--- src/ildec_pkg.sv ---
// shared constants and types for the immediate load and nop decoder
package ildec_pkg;
  localparam int unsigned INSTR_W = 10;   // instruction word width
  localparam int unsigned NIB_W   = 4;    // data nibble width
  localparam int unsigned Z_W     = 2;    // z register width
  localparam int unsigned PC_W    = 12;   // program counter width
  localparam logic [5:0] ACC_OPC  = 6'h07;  // upper six bits of acc load
  localparam logic [1:0] XY_OPC   = 2'h3;   // upper two bits of xy load
  localparam logic [7:0] Z_OPC    = 8'h12;  // upper eight bits of z load
  localparam logic [9:0] NOP_WORD = 10'h000; // all-zero no-operation word
  localparam logic [PC_W-1:0] PC_RST  = 12'h000; // program counter at reset
  localparam logic [PC_W-1:0] PC_STEP = 12'h001; // one word per instruction
  localparam logic [NIB_W-1:0] NIB_RST = 4'h0;   // register reset value
  localparam logic [Z_W-1:0]   Z_RST   = 2'h0;   // z reset value
  localparam int unsigned OPC_MSB     = 9;  // top bit of every opcode field
  localparam int unsigned ACC_OPC_LSB = 4;  // low bit of the acc load opcode
  localparam int unsigned XY_OPC_LSB  = 8;  // low bit of the xy load opcode
  localparam int unsigned Z_OPC_LSB   = 2;  // low bit of the z load opcode
  localparam int unsigned X_LSB       = 4;  // x nibble position in an xy word
  localparam int unsigned IMM_LSB     = 0;  // acc, y and z immediates start here

  // kind of the previous executed-or-skipped instruction
  typedef enum logic [1:0]
  {
    ILDEC_K_OTHER = 2'b00,
    ILDEC_K_ACC   = 2'b01,
    ILDEC_K_XY    = 2'b10
  } ildec_kind_t;

  // register file image carried out of the block
  typedef struct packed
  {
    logic [NIB_W-1:0] acc;
    logic [NIB_W-1:0] x;
    logic [NIB_W-1:0] y;
    logic [Z_W-1:0]   z;
  } ildec_regs_t;

  // instruction fetch beat
  typedef struct packed
  {
    logic               valid;
    logic [INSTR_W-1:0] word;
  } ildec_fetch_t;
endpackage : ildec_pkg

--- src/ildec_core.sv ---
// immediate load and nop execution slice of the 4-bit core
// Operation
// - opcode 000111 loads nibble into accumulator
// - consecutive accumulator loads: only first executes
// - top bits 11 load x and y
// - consecutive xy loads: only first executes
// - opcode 00010010 loads two bits into z
// - all-zero word only advances program counter
`timescale 1ns/100ps
module ildec_core
  import ildec_pkg::*;
(
  input  wire logic                   CLK,
  input  wire logic                   RSTN,
  input  wire ildec_pkg::ildec_fetch_t FETCH,
  output logic [ildec_pkg::PC_W-1:0]  PC,
  output ildec_pkg::ildec_regs_t      REGS,
  output logic                        SKIPPED,
  output logic                        EXECUTED
);
  import ildec_pkg::*;

  logic              is_acc;     // accumulator load decoded
  logic              is_xy;      // xy load decoded
  logic              is_z;       // z load decoded
  logic              is_nop;     // no-operation decoded
  ildec_kind_t       prev_reg;   // kind of last fetched word
  ildec_kind_t       prev_next;  // its next value
  ildec_regs_t       regs_reg;   // register image
  ildec_regs_t       regs_next;  // its next value
  logic [PC_W-1:0]   pc_reg;     // program counter
  logic [PC_W-1:0]   pc_next;    // its next value
  logic              skip_reg;   // last word skipped
  logic              exec_reg;   // last word executed
  wire logic         fire;       // a word is fetched this cycle
  wire logic         skip_now;   // current word is a skipped repeat
  wire logic         do_acc;     // accumulator write strobe
  wire logic         do_xy;      // x and y write strobe
  wire logic         do_z;       // z write strobe
  // run detection
  wire logic         hit_acc;    // accumulator load repeats its run
  wire logic         hit_xy;     // xy load repeats its run
  // immediate fields split out of the fetched word
  logic [NIB_W-1:0]  acc_imm;    // accumulator immediate field
  logic [NIB_W-1:0]  x_imm;      // x immediate field
  logic [NIB_W-1:0]  y_imm;      // y immediate field
  logic [Z_W-1:0]    z_imm;      // z immediate field

  // opcode classifier
  ildec_classify u_classify
  (
    .word   (FETCH.word),
    .is_acc (is_acc),
    .is_xy  (is_xy),
    .is_z   (is_z),
    .is_nop (is_nop)
  );

  assign fire     = FETCH.valid;
  // immediate fields; an xy word carries x above y
  assign acc_imm  = FETCH.word[IMM_LSB +: NIB_W];
  assign x_imm    = FETCH.word[X_LSB +: NIB_W];
  assign y_imm    = FETCH.word[IMM_LSB +: NIB_W];
  assign z_imm    = FETCH.word[IMM_LSB +: Z_W];
  // a load repeats its run when the last fetched word was the same kind;
  // idle cycles leave the kind alone, so a gap does not end a run
  assign hit_acc  = is_acc && (prev_reg == ILDEC_K_ACC);
  assign hit_xy   = is_xy && (prev_reg == ILDEC_K_XY);
  // the run is tracked by kind, so a skipped word keeps the run alive
  assign skip_now = hit_acc || hit_xy;
  // write strobes: a skip blocks the write, z has no skip path
  assign do_acc   = fire && is_acc && !skip_now;
  assign do_xy    = fire && is_xy && !skip_now;
  assign do_z     = fire && is_z;
  // every fetched word, skipped or nop, steps the pc by one
  assign pc_next  = fire ? pc_reg + PC_STEP : pc_reg;

  // register write selection
  always_comb
  begin
    regs_next = regs_reg;
    // nop and skipped words leave the image untouched
    if (do_acc)
    begin
      // accumulator takes the low nibble
      regs_next.acc = acc_imm;
    end
    if (do_xy)
    begin
      // x comes from the upper nibble, y from the lower
      regs_next.x = x_imm;
      regs_next.y = y_imm;
    end
    if (do_z)
    begin
      // every z word writes, it never skips
      regs_next.z = z_imm;
    end
  end

  // run tracking: only fetched words update it
  always_comb
  begin
    prev_next = prev_reg;
    if (fire)
    begin
      // a load starts or continues its run
      if (is_acc)
      begin
        prev_next = ILDEC_K_ACC;
      end
      else if (is_xy)
      begin
        prev_next = ILDEC_K_XY;
      end
      else
      begin
        // any other word, nop included, ends the run
        prev_next = ILDEC_K_OTHER;
      end
    end
  end

  // state registers
  always_ff @(posedge CLK)
  begin
    if (!RSTN)
    begin
      // synchronous clear; a run never survives a reset
      pc_reg   <= PC_RST;
      regs_reg <= '{acc: NIB_RST, x: NIB_RST, y: NIB_RST, z: Z_RST};
      prev_reg <= ILDEC_K_OTHER;
      skip_reg <= 1'h0;
      exec_reg <= 1'h0;
    end
    else
    begin
      // every register steps on every edge, idle or not
      pc_reg   <= pc_next;
      regs_reg <= regs_next;
      prev_reg <= prev_next;
      // pulses last one cycle and tell a skip from an execute
      skip_reg <= fire && skip_now;
      exec_reg <= fire && !skip_now;
    end
  end

  assign PC       = pc_reg;
  assign REGS     = regs_reg;
  assign SKIPPED  = skip_reg;
  assign EXECUTED = exec_reg;
endmodule : ildec_core

--- src/ildec_classify.sv ---
// instruction classifier: pure decode of one fetched word
`timescale 1ns/100ps
module ildec_classify
  import ildec_pkg::*;
(
  input  wire logic [ildec_pkg::INSTR_W-1:0] word,
  output wire logic                          is_acc,
  output wire logic                          is_xy,
  output wire logic                          is_z,
  output wire logic                          is_nop
);
  // field compares on the opcode bits
  assign is_acc = (word[OPC_MSB:ACC_OPC_LSB] == ACC_OPC);
  assign is_xy  = (word[OPC_MSB:XY_OPC_LSB] == XY_OPC);
  assign is_z   = (word[OPC_MSB:Z_OPC_LSB] == Z_OPC);
  assign is_nop = (word == NOP_WORD);
endmodule : ildec_classify

--- config.mk ---
export PLATFORM = sky130hd
export DESIGN_NAME = ildec_core
export DESIGN_NICKNAME = d
export VERILOG_FILES = /design/src/ildec_pkg.sv /design/src/ildec_core.sv /design/src/ildec_classify.sv
export SDC_FILE = /design/constraint.sdc
export NUM_CORES = 1
export LEC_CHECK = 0
export BUFFER_PORTS_ARGS = -buffer_cell sky130_fd_sc_hd__buf_2
export CAP_MARGIN = 20
export CORE_MARGIN = 5
export CORE_UTILIZATION = 40
export CTS_CLUSTER_DIAMETER = 40
export DETAILED_ROUTE_END_ITERATION = 10
export PLACE_DENSITY = 0.66
export SKIP_LAST_GASP = 1
export SLEW_MARGIN = 20
export SYNTH_ARGS = -nofsm -noshare
export SYNTH_HDL_FRONTEND = slang
export SYNTH_SLANG_ARGS = --single-unit
--- constraint.sdc ---
create_clock -name CLK -period 1.85 [get_ports CLK]
set_clock_uncertainty 0.2 [all_clocks]
set_input_delay 0 -clock CLK [delete_from_list [all_inputs] [get_ports CLK]]
set_output_delay 0 -clock CLK [all_outputs]
set_load 0.02 [all_outputs]
---- Yosys cells after proc, flatten, opt, wreduce, memory -nomap -nowiden ----
Index checks and enable logic that the tools add are counted.
cells by class
  mux-type cells .......................... 2
  reductions and logical operators ........ 11
  $add $sub $neg .......................... 1
  equality and inequality tests ........... 5
operators with widths
  kind                                                  count
  adder 12 x 1 -> 12 bit (second input constant)        1
  logical AND 1 bit                                     9
  equality test 8 x 5 -> 1 bit (second input constant)  1
  equality test 6 x 3 -> 1 bit (second input constant)  1
  equality test 2 bit (second input constant)           2
  two-way mux 2 bit                                     2
  equality test 2 x 1 -> 1 bit (second input constant)  1
  zero test 1 bit                                       1
  logical OR 1 bit                                      1
storage, ports and cells
  output and inout bits ................... 28
  logic and storage cells ................. 27
  register bits ........................... 30
  bits of input ports ..................... 13

---- Logic depth before layout (Yosys ltp) ----
Gate-level depths: netlist (run 1).
  word-level depth ........................ 5
  gate-level depth with buffers ........... 6
  depth with buffers taken out ............ 5

---- Hierarchy ----
Synthesis (run 1) repeated with hierarchy kept, for this count alone.
second synthesis, totals
  cell total of the unflattened synthesis .. 155
  area, all modules ....................... 1385.1 sq um
modules (own cells, without submodules)
  module          area an instance (sq um)  times used  cells each  seq. area each (sq um)
  ildec_core      1316.3                    1           147         600.6
  ildec_classify  68.8                      1           8           0.0

---- Least setup slack after synthesis (run 1) ----
OpenSTA, ideal clock, no wires.
  path kind ............................... reg-to-reg
  from .................................... reg pc_reg[0] (netlist: PC[0])
  to ...................................... reg pc_reg[11] (netlist: PC[11])
  data required time ...................... 1580 ps
  library setup time ...................... 70 ps
  path buffers ............................ 1
  stages on the path, launching flop included .. 6
  arrival time ............................ 1409 ps
  clock period less this slack ............ 1679 ps
  setup slack ............................. 171 ps
  path through ............................ dfxtp_1 and4_1 buf_4 nand3_2 or4_1 a21oi_1
on the way
  cells in the longest elaborated chain, start to end .. 1
ends and longest elaborated chain
  what                    RTL line           text
  from (decl)             ildec_core.sv:31   logic [PC_W-1:0] pc_reg;
  from (signal assigned)  ildec_core.sv:139  pc_reg <= pc_next;
  adder 12 x 1 -> 12 bit  ildec_core.sv:76   assign pc_next = fire ? pc_reg + PC_STEP : pc_reg;
Every way passes these cells.
A chain may end at the register's enable or synchronous reset.

---- Worst setup path after layout (run 1) ----
  from .................................... in FETCH[7] (netlist name)
  to ...................................... reg regs_reg, in the netlist REGS[10]
on the way
  cells in the longest elaborated chain, start to end .. 5
  elaborated cells on any way between the ends .. 6
  those cells by class .................... eq/ne: 1; reduce/logical: 5
ends and longest elaborated chain
  what                              RTL line              text
  from (decl)                       ildec_core.sv:15      input wire ildec_pkg::ildec_fetch_t FETCH,
  equality test 6 x 3 -> 1 bit (*)  ildec_classify.sv:13  assign is_acc = (word[OPC_MSB:ACC_OPC_LSB] == ACC_OPC);
  logical AND 1 bit                 ildec_core.sv:67      assign hit_acc = is_acc && (prev_reg == ILDEC_K_ACC);
  logical OR 1 bit                  ildec_core.sv:70      assign skip_now = hit_acc || hit_xy;
  zero test 1 bit                   ildec_core.sv:72      assign do_acc = fire && is_acc && !skip_now;
  logical AND 1 bit (*)             ildec_core.sv:72
  to (signal assigned)              ildec_core.sv:131     regs_reg <= '{acc: NIB_RST, x: NIB_RST, y: NIB_RST, z: Z_RST};
  to (signal assigned)              ildec_core.sv:140     regs_reg <= regs_next;
  to (decl)                         ildec_core.sv:29      ildec_regs_t regs_reg;
Every way passes the cells marked *; elsewhere a longest branch is shown, timed or not.

==> results of run 1 <==
cell families (layout without fill, tap and decap cells):
kind of cell	Yosys count	count (layout)	synth area share, %
flops	30	30	48.9
fa+ha+maj	1	1	1.02
xor+xnor	8	8	5.70
mux	16	16	13.0
compound gates	8	8	3.46
simple gates	60	60	24.7
buf+inv	7	70	3.16
worst max-delay path by stage:
stage,startpoint,endpoint
detailed placement,PC[0],PC[6]
floorplan,PC[0],PC[11]
global route,FETCH[9],REGS[11]
CTS,prev_reg[1],REGS[8]
global placement,PC[2],PC[11]
finish,FETCH[7],REGS[10]
final cells by class:
type	count	area, um2	area share (%)
Multi-Input combinational cell	93	608	35.6
Sequential cell	30	601	35.1
Timing Repair Buffer	62	408	23.9
Tap cell	33	41.3	2.42
Clock buffer	5	37.5	2.20
Clock inverter	2	10.0	0.586
Inverter	1	3.75	0.220
routing by layer:
metal  global-route usage [%]  vias up  routed length (um)
li1                         -      572                   -
met1                     17.3      510                1270
met2                     24.9       28                1520
met3                     3.76        8                 130
met4                     11.1        0                  66
met5                        0        -                   0
worst reg2reg max path, delay by kind of cell (launching register included):
family / cells / cell delay (ps)
buffers and inverters: 1 / 570
flip-flops: 1 / 370
AND/OR/NAND/NOR: 3 / 450
AO/OA/AOI/OAI: 1 / 100
layout by cell type (no fill, tap or decap), drive strengths merged:
cell type,Yosys,final
a21oi,4,4
nor4b,1,1
nand2,12,12
dfxtp,30,30
inv,1,1
o31ai,1,1
and3,2,2
xor2,5,5
mux2i,16,16
nand4,4,4
o21ai,3,3
nor2b,3,3
clkbuf,3,5
or4,1,1
nor3,1,1
ha,1,1
xnor2,3,3
and4,3,3
dlygate4sd3,0,17
nor2,23,23
nand2b,2,2
nand3,6,6
clkinv,0,2
buf,3,45
or3,2,2
power by group through the flow:
stage | registers, mW | clock network [mW] | logic, mW
4_1_cts | 0.667 | 0.367 | 0.129
6_report | 0.668 | 0.350 | 0.134
5_1_grt | 0.670 | 0.394 | 0.147
2_1_floorplan | 0.697 | 0 | 0.0461
3_5_place_dp | 0.682 | 0 | 0.102
3_3_place_gp | 0.681 | 0 | 0.101
repair_timing:
item	4_1_cts	5_1_grt
endpoints found under the hold margin	21	0
buffers inserted	0	1
resized for setup	0	5
endpoints found under the setup margin	0	7
hold buffers	17	0
==> impl_metrics.tcl, run 1 <==
set metrics [dict create \
    cts_root_buf "clkbuf_4" \
    slowest_delay_ps 540 \
    synthTopCellsByCount "dfxtp_1, nor2_1, mux2i_1, nand2_1" \
    grt_max_degree 14 \
    ys_ff_latch 30 \
    mappedNetlistNets 144 \
    synth_edf_count 0 \
    drt_iter0_drc 37 \
    layout_setup_ws_ps 48.7 \
    die_w_um 65.4 \
    ir_worst_vdd_mv 0.345 \
    min_path_type "reg2reg" \
    fillers 293 \
    num_io_pins 41 \
    cp_max_fo 4 \
    synth_area_per_cell_um2 9.45 \
    synth_async_sr_flop_share_pct 0 \
    seq_area_frac_synth_pct 48.9 \
    reg2regPathDepth 5 \
    ys_top_cells_by_area "dfxtp_1, mux2i_1, nor2_1, nand2_1, xor2_1" \
    rsz0062_at_grt "true" \
    status "finished clean" \
    rows 20 \
    antennaDiodeCount 0 \
    place_congestion 0.804 \
    dpl.hpwl_um 2030 \
    setup_viol 0 \
    pwr-share-clk_pct 30.4 \
    start_util_pct 40.9 \
    critical-path-top-delay-family "simple AND/OR/NAND/NOR gates" \
    dp_cells 201 \
    die_h_um 65.4 \
    cp-start-kind "primary input" \
    clock_path_buffers 2 \
    placed_cell_area_mm2 0.00147 \
    hp-start "REGS[13]" \
    synth.distinct_cells 28 \
    fin_crit_sh_pct 97.4 \
    finalSetupTns_ps 0 \
    arrival_ps 1860 \
    reg2reg_from "prev_reg[1]" \
    total_power_mw 1.15 \
    stdcell_count 226 \
    design_area_mm2 0.00171 \
    cts_tree "done" \
    path_cells "dlygate4sd3_1, buf_2, nor4b_2, and3_1, and4_2, mux2i_1" \
    endpoint_kind "register" \
    p_int_mw 0.860 \
    p_leak_nw 0.761 \
    required_ps 1910 \
    fin_util_pct 56.9 \
    reg2reg_slack_ps 110 \
    drc 0 \
    nets 207 \
    wl_per_cell_um 13.2 \
    place_ws_ps 193 \
    grt_pass1_wl_um 4840 \
    slew_headroom_pct 73.4 \
    grt_pass1_vias 1107 \
    worstHoldPathCells 2 \
    grt-ovfl-total 0 \
    netlist.area_leader.share_pct 48.9 \
    reg2reg_to "SKIPPED" \
    cellPowerDensity_mw_per_mm2 674 \
    numCtsBuffers 5 \
    synth_most_common_cell "dfxtp_1" \
    area_growth_pct 39.1 \
    grt_use_total_pct 15.3 \
    largest_reg_flops 14 \
    final.min_clock_period_ps 1800 \
    clk_pin_slew_ps 90 \
    layout-drive-gt1-share_pct 30.1 \
    tightest_slew_ps 398 \
    htree_levels 2 \
    path_buf_inv 2 \
    p_sw_mw 0.291 \
    p_sw_share_pct 25.3 \
    synthCells 130 \
    p_comb_share_pct 11.6 \
    vias 1118 \
    drt_wl_total_um 2990 \
    critical_path_class "in2reg" \
    cap_violations 0 \
    viasPerCell 4.95 \
    coreArea_mm2 0.00300 \
    drv_slew 0 \
    die-area_mm2 0.00428 \
    cts.sink_count 30 \
    yosys.area.top_type "dfxtp_1" \
    ant_nets 0 \
    min_to "REGS[13]" \
    cpMaxStageDelayCell "dlygate4sd3_1" \
    hold_viol_final 0 \
    place.port_buffers 40 \
    first_pass_iters 4 \
    ys_dominant_reg_cell "dfxtp_1" \
    seqPwrFrac_pct 58.0 \
    fmax_mhz 555 \
    hold_slack_ps 267 \
    clk_latency_ps 330 \
    antenna_found_initial 0 \
    syn-cell-area_mm2 0.00123 \
    cp.depth 6 \
    yosysWarnings 0 \
]
Power figures use the tool's default switching activity.
==> run 2: changes to the inputs <==
--- a/config.mk
+++ b/config.mk
@@ -9,6 +9,7 @@
 export CAP_MARGIN = 20
 export CORE_MARGIN = 5
 export CORE_UTILIZATION = 40
+export CTS_BUF_LIST = sky130_fd_sc_hd__clkbuf_8 sky130_fd_sc_hd__clkbuf_16
 export CTS_CLUSTER_DIAMETER = 40
 export DETAILED_ROUTE_END_ITERATION = 10
 export PLACE_DENSITY = 0.66
==> run 2 against run 1 <==
Sequential power barely moved. Register-to-register slack improved by 30 ps. First-iteration DRC count fell by 35%. Clock power rose by 37%. Non-clock buffer count fell by 3. Power rose by 11%. Wire length fell by 3.0%. Sequential share of layout area rose by 0.051 points. Utilization fell by 0.083 points. Global-route usage fell by 0.43 points. Cell area fell by 0.15%. Fmax rose by 2.9%.
==> impl_metrics.tcl, run 2 (synthesized netlist as in run 1, its figures left out) <==
set metrics [dict create \
    layout-drive-gt1-share_pct 29.5 \
    die_w_um 65.4 \
    critical_path_class "in2reg" \
    place.port_buffers 40 \
    antenna_found_initial 0 \
    path_buf_inv 2 \
    status "finished clean" \
    final_common_cell "buf_2" \
    cap_violations 0 \
    required_ps 1850 \
    endpoint_kind "register" \
    coreArea_mm2 0.00300 \
    die-area_mm2 0.00428 \
    cts.sink_count 30 \
    viasPerCell 4.87 \
    antennaDiodeCount 0 \
    grt_max_degree 14 \
    grt_pass1_vias 1079 \
    dpl.hpwl_um 2030 \
    grt-ovfl-total 0 \
    num_io_pins 41 \
    grt_pass1_wl_um 4720 \
    layout_setup_ws_ps 99.6 \
    vias 1085 \
    place_ws_ps 193 \
    cellPowerDensity_mw_per_mm2 749 \
    htree_levels 2 \
    mostFrequentLayoutCells "buf_2, dfxtp_1, nor2_1" \
    wl_per_cell_um 13.0 \
    ir_worst_vdd_mv 0.574 \
    min_path_type "reg2reg" \
    drc 0 \
    die_h_um 65.4 \
    final.min_clock_period_ps 1750 \
    drt_iter0_drc 24 \
    largest_reg_flops 14 \
    hold_viol_final 0 \
    nets 204 \
    fmax_mhz 571 \
    slew_headroom_pct 75.3 \
    finalSetupTns_ps 0 \
    slowest_delay_ps 540 \
    clk_latency_ps 280 \
    cp_max_fo 4 \
    cts_tree "done" \
    cts_root_buf "clkbuf_8" \
    p_leak_nw 0.769 \
    clk_pin_slew_ps 60 \
    ant_nets 0 \
    tightest_slew_ps 370 \
    critical-path-top-delay-family "simple AND/OR/NAND/NOR gates" \
    rows 20 \
    cpMaxStageDelayCell "dlygate4sd3_1" \
    first_pass_iters 4 \
    start_util_pct 40.9 \
    arrival_ps 1750 \
    setup_viol 0 \
    path_cells "dlygate4sd3_1, buf_2, nor4b_4, and3_1, and4_2, mux2i_1" \
    place_congestion 0.804 \
    drv_slew 0 \
    cp-start-kind "primary input" \
    clock_path_buffers 2 \
    drt_wl_total_um 2900 \
    numCtsBuffers 5 \
    fin_crit_sh_pct 94.6 \
    grt_use_total_pct 14.9 \
    area_growth_pct 38.9 \
]
## run 2: worst paths after layout
check                                  from  slack (ps)  endpoint  cells past startpoint
worst max-delay path               FETCH[7]         100  REGS[10]                      6
worst min-delay path               REGS[13]         260  REGS[13]                      2
worst min register to register     REGS[13]         260  REGS[13]                      2
worst max register to register  prev_reg[1]         140   SKIPPED                      5
## run 2: cell type report
class                      instances  area (um2)
fill                             293        1300
multi-input combinational         93         602
sequential                        30         601
timing repair buffer              59         380
clock buffer                       5        68.8
tap                               33        41.3
clock inverter                     2        10.0
inverter                           1        3.75
## run 2: worst register-to-register path, stage by stage, from the launching register on
cell,delay [ps]
dfxtp_1,340
nor2b_2,180
nand3_1,110
dlygate4sd3_1,570
o21ai_0,100
nor2b_1,150
## run 2: power by group
group / internal (mW) / switching (mW) / leakage [nW] / total [mW]
Sequential: 0.659 / 0.00887 / 0.243 / 0.668
Clock: 0.251 / 0.230 / 0.0438 / 0.481
Combinational: 0.0613 / 0.0669 / 0.482 / 0.128
Total: 0.972 / 0.306 / 0.769 / 1.28
## run 2: layer usage
| metal | vias up | wire length, um | track usage [%] | share of wire [%] |
|---|---|---|---|---|
| met5 | - | 0 | 0 | 0 |
| met4 | 0 | 92 | 10.9 | 3.2 |
| met3 | 8 | 106 | 3.76 | 3.7 |
| met2 | 22 | 1440 | 24.0 | 50 |
| met1 | 494 | 1260 | 16.9 | 43 |
| li1 | 561 | - | - | - |
## run 2: timing repair
action,4_1_cts,5_1_grt
buffers inserted,0,0
setup endpoints to repair,0,5
resized for setup,0,3
hold buffers,15,0
endpoints found under the hold margin,18,0
## run 2: metrics by stage
stage                     power, mW  std cells  instance area [um2]  hold slack [ps]  utilization [%]
after floorplan               0.743        130                 1230            -57.8                -
after global placement        0.782        201                 1470             55.3             48.8
after detailed placement      0.785        201                 1470             69.7             48.8
after CTS                      1.29        223                 1690              257             56.4
after global routing           1.34        223                 1710              311             56.8
final                          1.28        223                 1710              265             56.8
==> run 3: changes to the inputs <==
--- a/config.mk
+++ b/config.mk
@@ -5,14 +5,13 @@
 export SDC_FILE = /design/constraint.sdc
 export NUM_CORES = 1
 export LEC_CHECK = 0
-export BUFFER_PORTS_ARGS = -buffer_cell sky130_fd_sc_hd__buf_2
 export CAP_MARGIN = 20
 export CORE_MARGIN = 5
 export CORE_UTILIZATION = 40
 export CTS_BUF_LIST = sky130_fd_sc_hd__clkbuf_8 sky130_fd_sc_hd__clkbuf_16
 export CTS_CLUSTER_DIAMETER = 40
 export DETAILED_ROUTE_END_ITERATION = 10
-export PLACE_DENSITY = 0.66
+export DONT_BUFFER_PORTS = 1
 export SKIP_LAST_GASP = 1
 export SLEW_MARGIN = 20
 export SYNTH_ARGS = -nofsm -noshare
==> constraint.sdc (replaced) <==
create_clock -name CLK -period 1.85 [get_ports CLK]
set_clock_uncertainty 0.2 [all_clocks]
set_input_delay 0.37 -clock CLK [delete_from_list [all_inputs] [get_ports CLK]]
set_output_delay 0.37 -clock CLK [all_outputs]
set_load 0.02 [all_outputs]
==> run 3 against run 2 <==
Die area stayed put. Count of clock-buffer cells in the layout is 3 higher. Setup slack better by 110 ps. Critical endpoint is now PC[11]. Cell area is 16% lower.
==> impl_metrics.tcl, run 3 (synthesized netlist as in run 1, its figures left out) <==
set metrics [dict create \
    reg2reg_slack_ps 210 \
    viasPerCell 5.31 \
    fin_crit_sh_pct 88.5 \
    wl_per_cell_um 14.9 \
    grt_max_degree 25 \
    place_congestion 0.703 \
    final.min_clock_period_ps 1640 \
    arrival_ps 1650 \
    reg2reg_from "PC[1]" \
    cellPowerDensity_mw_per_mm2 947 \
    grt_use_total_pct 13.7 \
    die-area_mm2 0.00428 \
    ant_nets 0 \
    fin_util_pct 47.8 \
    mostFrequentLayoutCells "dfxtp_1, nor2_1, mux2i_1" \
    cap_violations 0 \
    fillers 298 \
    endpoint "PC[11]" \
    grt_pass1_wl_um 4370 \
    largest_reg_flops 14 \
    cts.sink_count 30 \
    hold_viol_final 0 \
    rsz0062_at_grt "false" \
    cp-start-kind "register" \
    endpoint_kind "register" \
    coreArea_mm2 0.00300 \
    first_pass_iters 4 \
    area_growth_pct 16.8 \
    htree_levels 2 \
    antenna_found_initial 0 \
    antennaDiodeCount 0 \
    cts_hold_buf 0 \
    cts_setup_buffers 0 \
    place.port_buffers 0 \
    die_w_um 65.4 \
    setup_viol 0 \
    min_path_type "in2reg" \
    clk_pin_slew_ps 70 \
    slew_headroom_pct 78.5 \
    layout-drive-gt1-share_pct 16.0 \
    fmax_mhz 611 \
    drt_iter0_drc 55 \
    p_leak_nw 0.564 \
    reg2regPathDepth 4 \
    ir_worst_vdd_mv 0.517 \
    drc 0 \
    numCtsBuffers 5 \
    required_ps 1870 \
    cp_max_fo 5 \
    status "finished clean" \
    vias 940 \
    cts_tree "done" \
    nets 157 \
    drt_wl_total_um 2630 \
    clock_path_buffers 2 \
    grt-ovfl-total 0 \
    finalSetupTns_ps 0 \
    reg2reg_to "PC[11]" \
    start_util_pct 40.9 \
    die_h_um 65.4 \
    crit_start "PC[1]" \
    clk_latency_ps 280 \
    grt_pass1_vias 960 \
    drv_slew 0 \
    cts_root_buf "clkbuf_8" \
    tightest_slew_ps 321 \
    cts_repair_resize_count 0 \
    num_io_pins 41 \
    rows 20 \
    dpl.hpwl_um 1950 \
    final_common_cell "dfxtp_1" \
    critical_path_class "reg2reg" \
    hp-start "FETCH[10]" \
]
==> run 3: metal layers <==
| metal | GRT usage, % | part of all wire (%) | vias to the layer above |
|---|---|---|---|
| met5 | 0 | 0 | - |
| met4 | 8.55 | 2.4 | 0 |
| met3 | 5.98 | 7.8 | 7 |
| met2 | 22.1 | 50 | 21 |
| met1 | 14.6 | 40 | 442 |
| li1 | - | - | 470 |
==> run 3: stage by stage <==
stage | hold WS, ps | worst slack (ps) | std cells | cell area (um2) | power (mW)
global placement | 264 | 192 | 169 | 1330 | 0.754
floorplan | 253 | 171 | 130 | 1230 | 0.743
global route | 25.9 | 62.9 | 177 | 1440 | 1.41
detailed placement | 274 | 143 | 169 | 1330 | 0.757
finish | 18.0 | 212 | 177 | 1440 | 1.36
CTS | 10.8 | 210 | 177 | 1440 | 1.37
==> run 3: layout make-up <==
cell class	instances	area, um2	share of cell area, %
inverters	1	3.75	0.262
repair buffers	12	90.1	6.28
multi-input cells	93	589	41.1
well taps	33	41.3	2.88
flip-flops and latches	30	601	41.8
clock buffers	8	110	7.67
==> run 3: how the worst min path moves through the flow <==
| stage | cells after the start | end | slack (ps) |
|---|---|---|---|
| 4_1_cts | 2 | EXECUTED | 10 |
| 2_1_floorplan | 2 | prev_reg[1] | 250 |
| 3_5_place_dp | 2 | prev_reg[1] | 270 |
| 5_1_grt | 2 | REGS[10] | 30 |
| 3_3_place_gp | 2 | prev_reg[1] | 260 |
| 6_report | 2 | EXECUTED | 20 |
==> run 3: worst max-delay path, stage by stage, from the launching register on <==
cell	delay, ps
dfxtp_1	360
and4_1	350
nand3_2	110
or4_1	410
a21oi_1	150
==> run 3: power breakdown <==
group / internal [mW] / switching [mW]
Combinational: 0.0294 / 0.0344
Clock: 0.375 / 0.243
Sequential: 0.659 / 0.0180
